--- config.mk ---
export PLATFORM = sky130hd
export DESIGN_NAME = rsw_reset_watchdog
export DESIGN_NICKNAME = d
export VERILOG_FILES = /design/src/rsw_pkg.sv /design/src/rsw_reset_watchdog.sv
export SDC_FILE = /design/constraint.sdc
export NUM_CORES = 1
export LEC_CHECK = 0
export ABC_CLOCK_PERIOD_IN_PS = 6370
export CAP_MARGIN = 30
export CELL_PAD_IN_SITES_DETAIL_PLACEMENT = 1
export CELL_PAD_IN_SITES_GLOBAL_PLACEMENT = 1
export CORE_UTILIZATION = 30
export DETAILED_ROUTE_END_ITERATION = 6
export DONT_BUFFER_PORTS = 1
export PLACE_DENSITY = 0.64
export SLEW_MARGIN = 10
export SYNTH_ARGS = -nofsm -noshare
export SYNTH_HDL_FRONTEND = slang
export SYNTH_SLANG_ARGS = --single-unit
--- constraint.sdc ---
create_clock -name clk -period 6.37 [get_ports clk]
set_input_delay 1.5925 -clock clk [delete_from_list [all_inputs] [get_ports clk]]
set_output_delay 1.5925 -clock clk [all_outputs]
set_load 0.005 [all_outputs]
--- src/rsw_pkg.sv ---
package rsw_pkg;
  // Register offsets on the CPU and background buses
  localparam logic [7:0] OFS_CAUSE = 8'h00;
  localparam logic [7:0] OFS_DEBUG = 8'h01;
  localparam logic [7:0] OFS_OPT1  = 8'h02;
  localparam logic [7:0] OFS_OPT2  = 8'h03;
  // Service keys
  localparam logic [7:0] KEY_FIRST  = 8'h55;
  localparam logic [7:0] KEY_SECOND = 8'haa;
  // Values after reset
  localparam logic [7:0] CAUSE_POR_RST = 8'h82;
  localparam logic [7:0] OPT1_RST      = 8'hc0;
  localparam logic [7:0] OPT2_RST      = 8'h00;
  // Cause register bit positions
  localparam int BIT_POR  = 7;
  localparam int BIT_PIN  = 6;
  localparam int BIT_WD   = 5;
  localparam int BIT_ILLEGAL_OPCODE_FLAG = 4;
  localparam int BIT_ILLEGAL_ADDRESS_FLAG = 3;
  localparam int BIT_LOC  = 2;
  localparam int BIT_LV   = 1;
  // Field positions
  localparam int BIT_FORCE = 0;
  localparam int TSEL_HI   = 7;
  localparam int TSEL_LO   = 6;
  localparam int BIT_STOP  = 5;
  localparam int BIT_SER2  = 4;
  localparam int BIT_I2C   = 3;
  localparam int BIT_CLKS  = 7;
  localparam int BIT_WIN   = 6;
  // Watchdog terminal counts (overflow count minus one)
  localparam logic [17:0] LPO_TC1 = 18'h0001f;
  localparam logic [17:0] LPO_TC2 = 18'h000ff;
  localparam logic [17:0] LPO_TC3 = 18'h003ff;
  localparam logic [17:0] BUS_TC1 = 18'h01fff;
  localparam logic [17:0] BUS_TC2 = 18'h0ffff;
  localparam logic [17:0] BUS_TC3 = 18'h3ffff;
  // Service window opening counts, bus clock
  localparam logic [17:0] BUS_WIN1 = 18'h01800;
  localparam logic [17:0] BUS_WIN2 = 18'h0c000;
  localparam logic [17:0] BUS_WIN3 = 18'h30000;
  // Timing
  localparam int CLK_HZ        = 20000000;
  localparam int CLK_PERIOD_NS = 50;
  localparam int LPO_HZ        = 1000;
  localparam int LPO_DIV       = CLK_HZ / LPO_HZ;
  localparam int RST_HOLD_NS   = 400;
  localparam int RST_HOLD_CYC  = (RST_HOLD_NS + CLK_PERIOD_NS - 1) / CLK_PERIOD_NS;
  typedef enum logic [1:0] {
    ST_RUN  = 2'b01,
    ST_HOLD = 2'b10
  } rsw_state_e;
endpackage

--- src/rsw_reset_watchdog.sv ---
`timescale 1ns/1ps
// Summary of operation
// - At reset entry each cause flag copies whether its source is active then.
// - A debug-forced reset leaves every cause flag cleared.
// - With watchdog on, cause-address writes other than 55h/AAh reset at once.
// - Writing 55h then AAh restarts the watchdog, cause flags untouched.
// - Power-on reset sets the power-on flag and the low-voltage flag.
// - Bit 6 flags a reset from the low external reset pin.
// - Bit 5 flags watchdog timeout; never fires while watchdog is disabled.
// - Bit 4 flags illegal opcode, including disallowed stop or background instruction.
// - Bit 3 flags access to an unimplemented address.
// - Bit 2 flags loss of the external clock.
// - Bit 1 flags an enabled low-voltage trip; bit 0 reads zero.
// - Debug reset register ignores CPU writes, takes background writes, reads 00h.
// - Options register takes only its first write after reset, always readable.
// - Timeout field bits 7:6 select the period; zero disables the watchdog.
// - Overflow after 2^5/2^8/2^10 slow ticks or 2^13/2^16/2^18 bus cycles.
// - Bus clock window opens after 6144, 49152 or 196608 cycles.
// - Stop-allow bit 5; stop with it clear forces illegal-opcode reset.
// - Write-once bit 4 picks the second serial port pin pair.
// - Write-once bit 3 picks the I2C pin pair.
// - Write-once clock select: zero slow 1 kHz tick, one bus clock.
// - Window mode, bus clock only: any cause-address write in first 75% resets.
module rsw_reset_watchdog #(
  parameter int LPO_DIV = rsw_pkg::LPO_DIV
) (
  input  wire logic       clk,
  input  wire logic       rst_b,
  input  wire logic       cpu_wr_en,
  input  wire logic       cpu_rd_en,
  input  wire logic [7:0] cpu_addr,
  input  wire logic [7:0] cpu_wdata,
  output logic      [7:0] cpu_rdata,
  input  wire logic       bdm_wr_en,
  input  wire logic [7:0] bdm_addr,
  input  wire logic [7:0] bdm_wdata,
  input  wire logic       background_mode_enable,
  input  wire logic       illegal_opcode,
  input  wire logic       stop_exec,
  input  wire logic       enter_background_instruction,
  input  wire logic       illegal_address,
  input  wire logic       clock_loss,
  input  wire logic       reset_pin_b,
  input  wire logic       low_voltage_trip,
  input  wire logic       low_voltage_reset_enable,
  output logic            mcu_reset,
  output logic            stop_allow,
  output logic            serial2_pin_location,
  output logic            i2c_pin_location,
  output logic            watchdog_enable
);
  localparam int LW = $clog2(LPO_DIV);

  logic             rst_s1_ff;
  logic             rst_s2_ff;
  logic             rst_n_i;
  logic             pin_s1_ff;
  logic             pin_s2_ff;
  logic             lv_s1_ff;
  logic             lv_s2_ff;
  logic [LW-1:0]    lpo_cnt_ff;
  logic             lpo_tick_ff;
  rsw_pkg::rsw_state_e state_ff;
  rsw_pkg::rsw_state_e nxt_state;
  logic [3:0]       hold_cnt_ff;
  logic [7:0]       cause_ff;
  logic [7:0]       nxt_cause;
  logic [7:0]       opt1_ff;
  logic [7:0]       opt2_ff;
  logic             opt1_done_ff;
  logic             opt2_done_ff;
  logic [17:0]      wd_cnt_ff;
  logic             key_armed_ff;
  logic [7:0]       rdata_ff;
  logic             sys_reset_ff;
  logic             wd_en_ff;
  logic             in_run;
  logic             wr_cause;
  logic             wr_opt1;
  logic             wr_opt2;
  logic             wd_en;
  logic             wd_bus;
  logic             wd_tick;
  logic [17:0]      wd_tc;
  logic [17:0]      wd_win;
  logic             wd_timeout;
  logic             bad_key;
  logic             early_wr;
  logic             service;
  logic             wd_fire;
  logic             illegal_opcode_flag_src;
  logic             lv_src;
  logic             force_rst;
  logic [7:0]       cause_now;
  logic             entry;
  logic [7:0]       rd_mux;

  function automatic logic [17:0] sel_tc(input logic [1:0] tsel, input logic bus);
    logic [17:0] r;
    r = 18'h00000;
    unique case (tsel)
      2'b01:   r = bus ? rsw_pkg::BUS_TC1 : rsw_pkg::LPO_TC1;
      2'b10:   r = bus ? rsw_pkg::BUS_TC2 : rsw_pkg::LPO_TC2;
      2'b11:   r = bus ? rsw_pkg::BUS_TC3 : rsw_pkg::LPO_TC3;
      default: r = 18'h00000;
    endcase
    return r;
  endfunction

  function automatic logic [17:0] sel_win(input logic [1:0] tsel);
    logic [17:0] r;
    r = 18'h00000;
    unique case (tsel)
      2'b01:   r = rsw_pkg::BUS_WIN1;
      2'b10:   r = rsw_pkg::BUS_WIN2;
      2'b11:   r = rsw_pkg::BUS_WIN3;
      default: r = 18'h00000;
    endcase
    return r;
  endfunction

  // Reset release synchroniser
  always_ff @(posedge clk or negedge rst_b) begin
    if (!rst_b) begin
      rst_s1_ff <= 1'b0;
      rst_s2_ff <= 1'b0;
    end else begin
      rst_s1_ff <= 1'b1;
      rst_s2_ff <= rst_s1_ff;
    end
  end
  assign rst_n_i = rst_s2_ff;

  // Pin-level sources cross in through two flops
  always_ff @(posedge clk or negedge rst_n_i) begin
    if (!rst_n_i) begin
      pin_s1_ff <= 1'b1;
      pin_s2_ff <= 1'b1;
      lv_s1_ff  <= 1'b0;
      lv_s2_ff  <= 1'b0;
    end else begin
      pin_s1_ff <= reset_pin_b;
      pin_s2_ff <= pin_s1_ff;
      lv_s1_ff  <= low_voltage_trip;
      lv_s2_ff  <= lv_s1_ff;
    end
  end

  // Slow 1 kHz tick as an enable pulse; phase is not reset by service
  always_ff @(posedge clk or negedge rst_n_i) begin
    if (!rst_n_i) begin
      lpo_cnt_ff  <= '0;
      lpo_tick_ff <= 1'b0;
    end else begin
      lpo_tick_ff <= (lpo_cnt_ff == LW'(LPO_DIV - 1));
      lpo_cnt_ff  <= (lpo_cnt_ff == LW'(LPO_DIV - 1)) ? '0 : lpo_cnt_ff + 1'b1;
    end
  end

  assign in_run   = (state_ff == rsw_pkg::ST_RUN);
  assign wr_cause = cpu_wr_en & (cpu_addr == rsw_pkg::OFS_CAUSE) & in_run;
  assign wr_opt1  = cpu_wr_en & (cpu_addr == rsw_pkg::OFS_OPT1) & in_run & ~opt1_done_ff;
  assign wr_opt2  = cpu_wr_en & (cpu_addr == rsw_pkg::OFS_OPT2) & in_run & ~opt2_done_ff;

  assign wd_en   = wd_en_ff;
  assign wd_bus  = opt2_ff[rsw_pkg::BIT_CLKS];
  assign wd_tick = wd_bus | lpo_tick_ff;
  assign wd_tc   = sel_tc(opt1_ff[rsw_pkg::TSEL_HI:rsw_pkg::TSEL_LO], wd_bus);
  assign wd_win  = sel_win(opt1_ff[rsw_pkg::TSEL_HI:rsw_pkg::TSEL_LO]);

  assign wd_timeout = wd_en & wd_tick & (wd_cnt_ff == wd_tc);
  assign bad_key    = wr_cause & wd_en & (cpu_wdata != rsw_pkg::KEY_FIRST)
                      & (cpu_wdata != rsw_pkg::KEY_SECOND);
  // The window has no opening figure for the slow tick, so it applies on the bus clock only
  assign early_wr   = wr_cause & wd_en & opt2_ff[rsw_pkg::BIT_WIN] & wd_bus
                      & (wd_cnt_ff < wd_win);
  assign service    = wr_cause & (cpu_wdata == rsw_pkg::KEY_SECOND) & key_armed_ff
                      & ~early_wr;
  assign wd_fire    = wd_timeout | bad_key | early_wr;

  assign illegal_opcode_flag_src  = illegal_opcode
                     | (stop_exec & ~opt1_ff[rsw_pkg::BIT_STOP])
                     | (enter_background_instruction & ~background_mode_enable);
  assign lv_src    = lv_s2_ff & low_voltage_reset_enable;
  // User-bus writes to the debug register never reach this term
  assign force_rst = bdm_wr_en & (bdm_addr == rsw_pkg::OFS_DEBUG)
                     & bdm_wdata[rsw_pkg::BIT_FORCE];

  assign cause_now = {1'b0,
                      ~pin_s2_ff,
                      wd_fire,
                      illegal_opcode_flag_src,
                      illegal_address,
                      clock_loss,
                      lv_src,
                      1'b0};
  assign entry     = in_run & (force_rst | (|cause_now));
  assign nxt_cause = force_rst ? 8'h00 : cause_now;
  assign nxt_state = entry ? rsw_pkg::ST_HOLD :
                     (!in_run && hold_cnt_ff == 4'h0) ? rsw_pkg::ST_RUN : state_ff;

  // Reset sequencer; a source still active at the end of hold re-enters
  always_ff @(posedge clk or negedge rst_n_i) begin
    if (!rst_n_i) begin
      state_ff     <= rsw_pkg::ST_RUN;
      hold_cnt_ff  <= 4'h0;
      sys_reset_ff <= 1'b1;
    end else begin
      state_ff     <= nxt_state;
      hold_cnt_ff  <= entry ? 4'(rsw_pkg::RST_HOLD_CYC - 1) :
                      (hold_cnt_ff != 4'h0) ? hold_cnt_ff - 4'h1 : 4'h0;
      sys_reset_ff <= (nxt_state == rsw_pkg::ST_HOLD);
    end
  end

  // Cause flags change only on reset entry
  always_ff @(posedge clk or negedge rst_n_i) begin
    if (!rst_n_i) begin
      cause_ff <= rsw_pkg::CAUSE_POR_RST;
    end else if (entry) begin
      cause_ff <= nxt_cause;
    end
  end

  // Write-once options; an internal reset reopens them
  // The enable is kept as its own flop so the output pin never sees a gate
  // The counter is not restarted by the options write; software services first
  always_ff @(posedge clk or negedge rst_n_i) begin
    if (!rst_n_i) begin
      opt1_ff      <= rsw_pkg::OPT1_RST;
      opt1_done_ff <= 1'b0;
      wd_en_ff     <= |rsw_pkg::OPT1_RST[rsw_pkg::TSEL_HI:rsw_pkg::TSEL_LO];
    end else if (!in_run) begin
      opt1_ff      <= rsw_pkg::OPT1_RST;
      opt1_done_ff <= 1'b0;
      wd_en_ff     <= |rsw_pkg::OPT1_RST[rsw_pkg::TSEL_HI:rsw_pkg::TSEL_LO];
    end else if (wr_opt1) begin
      opt1_ff      <= {cpu_wdata[7:3], 3'b000};
      opt1_done_ff <= 1'b1;
      wd_en_ff     <= |cpu_wdata[rsw_pkg::TSEL_HI:rsw_pkg::TSEL_LO];
    end
  end

  always_ff @(posedge clk or negedge rst_n_i) begin
    if (!rst_n_i) begin
      opt2_ff      <= rsw_pkg::OPT2_RST;
      opt2_done_ff <= 1'b0;
    end else if (!in_run) begin
      opt2_ff      <= rsw_pkg::OPT2_RST;
      opt2_done_ff <= 1'b0;
    end else if (wr_opt2) begin
      opt2_ff      <= {cpu_wdata[7:6], 6'b000000};
      opt2_done_ff <= 1'b1;
    end
  end

  // Watchdog counter and key sequencing
  always_ff @(posedge clk or negedge rst_n_i) begin
    if (!rst_n_i) begin
      wd_cnt_ff    <= 18'h00000;
      key_armed_ff <= 1'b0;
    end else if (!in_run || service || !wd_en) begin
      wd_cnt_ff    <= 18'h00000;
      key_armed_ff <= 1'b0;
    end else begin
      if (wd_tick) begin
        wd_cnt_ff <= wd_cnt_ff + 18'h00001;
      end
      if (wr_cause) begin
        key_armed_ff <= (cpu_wdata == rsw_pkg::KEY_FIRST);
      end
    end
  end

  assign rd_mux = (cpu_addr == rsw_pkg::OFS_CAUSE) ? cause_ff :
                  (cpu_addr == rsw_pkg::OFS_OPT1)  ? opt1_ff  :
                  (cpu_addr == rsw_pkg::OFS_OPT2)  ? opt2_ff  :
                  8'h00;

  always_ff @(posedge clk or negedge rst_n_i) begin
    if (!rst_n_i) begin
      rdata_ff <= 8'h00;
    end else if (cpu_rd_en) begin
      rdata_ff <= rd_mux;
    end
  end

  assign cpu_rdata            = rdata_ff;
  assign mcu_reset            = sys_reset_ff;
  assign stop_allow           = opt1_ff[rsw_pkg::BIT_STOP];
  assign serial2_pin_location = opt1_ff[rsw_pkg::BIT_SER2];
  assign i2c_pin_location     = opt1_ff[rsw_pkg::BIT_I2C];
  assign watchdog_enable      = wd_en;
endmodule // rsw_reset_watchdog

==> out/results.ini <==
[finish]
layout.cells.most_common_list=sky130_fd_sc_hd__dfrtp_1, sky130_fd_sc_hd__nor2_1, sky130_fd_sc_hd__nand2_1, sky130_fd_sc_hd__nand3_1, sky130_fd_sc_hd__xnor2_1
multi_input_combinational_cell_area_um2=1720
fillCellCount=1321
finalNetCount=424
area.sequential_um2=1810
area_delta_synth_final_pct=12.2
final_util_pct=35.1
number_of_antenna_diodes=0
post_route_cells_drive_above_1_share_pct=9.84
layout.cells.most_common=sky130_fd_sc_hd__dfrtp_1

[global_routing]
grt_pass1_wl_um=14300
vias_in_the_first_global_route=2858
overflow=0
grt_start_max_net_pins=71
antenna_violations_before_repair=0
grt_usage_pct=14.5

[yosys]
synth.yosys.seq_area_share_pct=49.9
synth-warning-count=0
synth_seq_cells=72
synth-main-ff-cell=sky130_fd_sc_hd__dfrtp_1
netlist_instances=368
ys_top_cells_by_area=sky130_fd_sc_hd__dfrtp_1, sky130_fd_sc_hd__dfstp_2, sky130_fd_sc_hd__nor2_1, sky130_fd_sc_hd__xnor2_1, sky130_fd_sc_hd__xor2_1
top_cell_type_by_total_area_after_synthesis=sky130_fd_sc_hd__dfrtp_1
syn-num-nets=421
yosysUniqueCellTypes=56
mappedNetlistArea_um2=3640
synth_edf_count=0
post-synth-top-area-fraction_pct=43.4
ys_async_sr_fraction_pct=100
synth.avg_cell_area_um2=9.88

[place]
port_buffers=0
finalWeightedCongestion=0.731
place.detailed.hpwl_um=5870

[floorplanning]
design.die.area_um2=12600
std_cell_rows=39
core_region_area_um2=11600
die_x_um=112
ioPinCount=59
initial_utilization_pct=31.3
die_h_um=112

[sta]
timing_max_transition_violations_final=0
timing_hold_violations_final=0
finalWorstPathRequiredPeriod_ns=3.35
final_report_setup_violation_count=0
rsz0062_at_grt=false
clock.fmax_mhz=299
relSlewSlack_pct=42.4
post-route-period-util_pct=52.6
tns_ns=0
max_slew.worst_pin.slew_ns=0.863
clock_skew_ns=0.00738

[route]
route.antenna.remaining_nets=0
routed-via-count=2700
drt-wirelength-per-cell_um=15.8
avgViaCountPerCell=5.20
wirelength_um=8220
drc_errors=0
drtPass1Iterations=4
first_iter_violations=98

[clocking]
postCtsResizedCells=0
cts_max_level=3
clkSinkCount=72
numCtsBuffers=9
cts-root-buf=sky130_fd_sc_hd__clkbuf_16
cts_setup_buffers=0
tritoncts=built
cts_hold_buf=0
clock_tree.buffer_depth=2
clk_pin_slew_ns=0.06
clk-insertion-delay-late_ns=0.34

[pwr]
total_leakage_power_nw=1.63
pwr_density_cell_nw_per_um2=282
vdd_drop_max_mv=0.212

[worst_setup_path]
cp.arrival_ns=3.53
path_max_fanout=19
critical_path.endpoint_type=register
setup.worst_path.class=primary input to register
cp-start-kind=primary input
crit_required_ns=6.55

[min_path]
hp-class=register to asynchronous set/reset pin

[job]
maxCapViolCount=0

[run_status]
run_status=finished clean

-- power by group --
part | leakage [nW] | switching [W] | internal, W
combinational | 0.565 | 0.0000878 | 0.0000483
sequential | 0.930 | 0.0000314 | 0.000506
clock | 0.133 | 0.000208 | 0.000267
total | 1.63 | 0.000327 | 0.000821
-- routing by layer --
metal | vias up | GRT usage [%] | share of wire (%)
met5 | - | 0 | 0
li1 | 1306 | - | -
met4 | 0 | 6.93 | 1.9
met1 | 1350 | 18.6 | 46
met3 | 10 | 3.02 | 2.7
met2 | 34 | 23.4 | 49
-- path summary, 6_finish.rpt --
path,start,to,slack [ns],cells past startpoint
max in group asynchronous,rst_b,rst_n_i$_DFF_PN0_,5.35,0
worst max register to register,opt1_ff[7]$_DFFE_PN1P_,wd_cnt_ff[6]$_DFFE_PN0P_,3.61,7
worst max-delay path,cpu_addr[7],wd_cnt_ff[6]$_DFFE_PN0P_,3.02,6
worst min-delay path,rst_n_i$_DFF_PN0_,wd_cnt_ff[8]$_DFFE_PN0P_,0.18,1
min in group clk,lv_s1_ff$_DFF_PN0_,lv_s2_ff$_DFF_PN0_,0.35,0
worst min register to register,rst_n_i$_DFF_PN0_,wd_cnt_ff[8]$_DFFE_PN0P_,0.18,1
-- synthesized netlist by cell type, types with 3 or more instances --
cell type,n
sky130_fd_sc_hd__xnor2_1,17
sky130_fd_sc_hd__ha_1,7
sky130_fd_sc_hd__dfstp_2,9
sky130_fd_sc_hd__nor2_1,59
sky130_fd_sc_hd__inv_1,13
sky130_fd_sc_hd__and4_1,4
sky130_fd_sc_hd__and3_1,7
sky130_fd_sc_hd__nand3_1,18
sky130_fd_sc_hd__clkbuf_1,7
sky130_fd_sc_hd__dfrtp_1,63
sky130_fd_sc_hd__nand4_1,14
sky130_fd_sc_hd__nand2b_1,5
sky130_fd_sc_hd__a22oi_1,3
sky130_fd_sc_hd__nor3_1,9
sky130_fd_sc_hd__nand2_1,30
sky130_fd_sc_hd__xor2_1,13
sky130_fd_sc_hd__nor2b_1,3
sky130_fd_sc_hd__o21ai_0,14
sky130_fd_sc_hd__nor4_1,7
sky130_fd_sc_hd__a21oi_1,10
sky130_fd_sc_hd__mux2i_1,10
-- logic make-up after synthesis --
family	count (synthesis)	synth area share, %
other	2	0.207
flip-flops	72	49.9
buffers and inverters	23	2.79
AO/OA/AOI/OAI	50	10.2
multiplexers	10	2.75
XOR/XNOR	30	7.23
AND/OR/NAND/NOR	174	24.5
adder cells (fa/ha/maj)	7	2.41
-- sequential cells by signal, indices dropped and copies added (netlist names) --
name and cells:
opt1_done_ff 1, hold_cnt_ff 4, rst_n_i 1, state_ff 2, opt1_ff 5, pin_s2_ff 1, wd_cnt_ff 18, rst_s1_ff 1
opt2_done_ff 1, key_armed_ff 1, lpo_cnt_ff 15, mcu_reset 1, cause_ff 7, lv_s2_ff 1, lv_s1_ff 1, lpo_tick_ff 1
watchdog_enable 1, opt2_ff 2, cpu_rdata 7, pin_s1_ff 1
-- layout make-up --
cell class | instances | area share [%]
inverter | 13 | 1.20
timing repair buffer | 2 | 0.859
sequential | 72 | 44.5
multi-input combinational | 273 | 42.2
clock inverter | 7 | 1.35
clock buffer | 9 | 5.52
tap | 143 | 4.39
-- through the flow --
step	hold slack, ns	setup WS (ns)	instances	total power, W	area, µm²
detailed placement	0.336	2.62	502	0.000682	3770
floorplan	0.331	3.19	368	0.000652	3640
global route	0.197	2.76	519	0.00121	4080
CTS	0.350	2.99	518	0.00116	4050
finish	0.177	3.02	519	0.00115	4080
global placement	0.335	2.73	502	0.000675	3770
-- critical path, stage by stage --
cell	delay, ns
sky130_fd_sc_hd__nor2_1	0.10
sky130_fd_sc_hd__and3_1	0.22
sky130_fd_sc_hd__nor3b_4	0.47
sky130_fd_sc_hd__nand3_1	0.24
sky130_fd_sc_hd__o31ai_4	0.76
sky130_fd_sc_hd__nor2_1	0.13
Note: power is estimated with default switching activity, not from simulation.
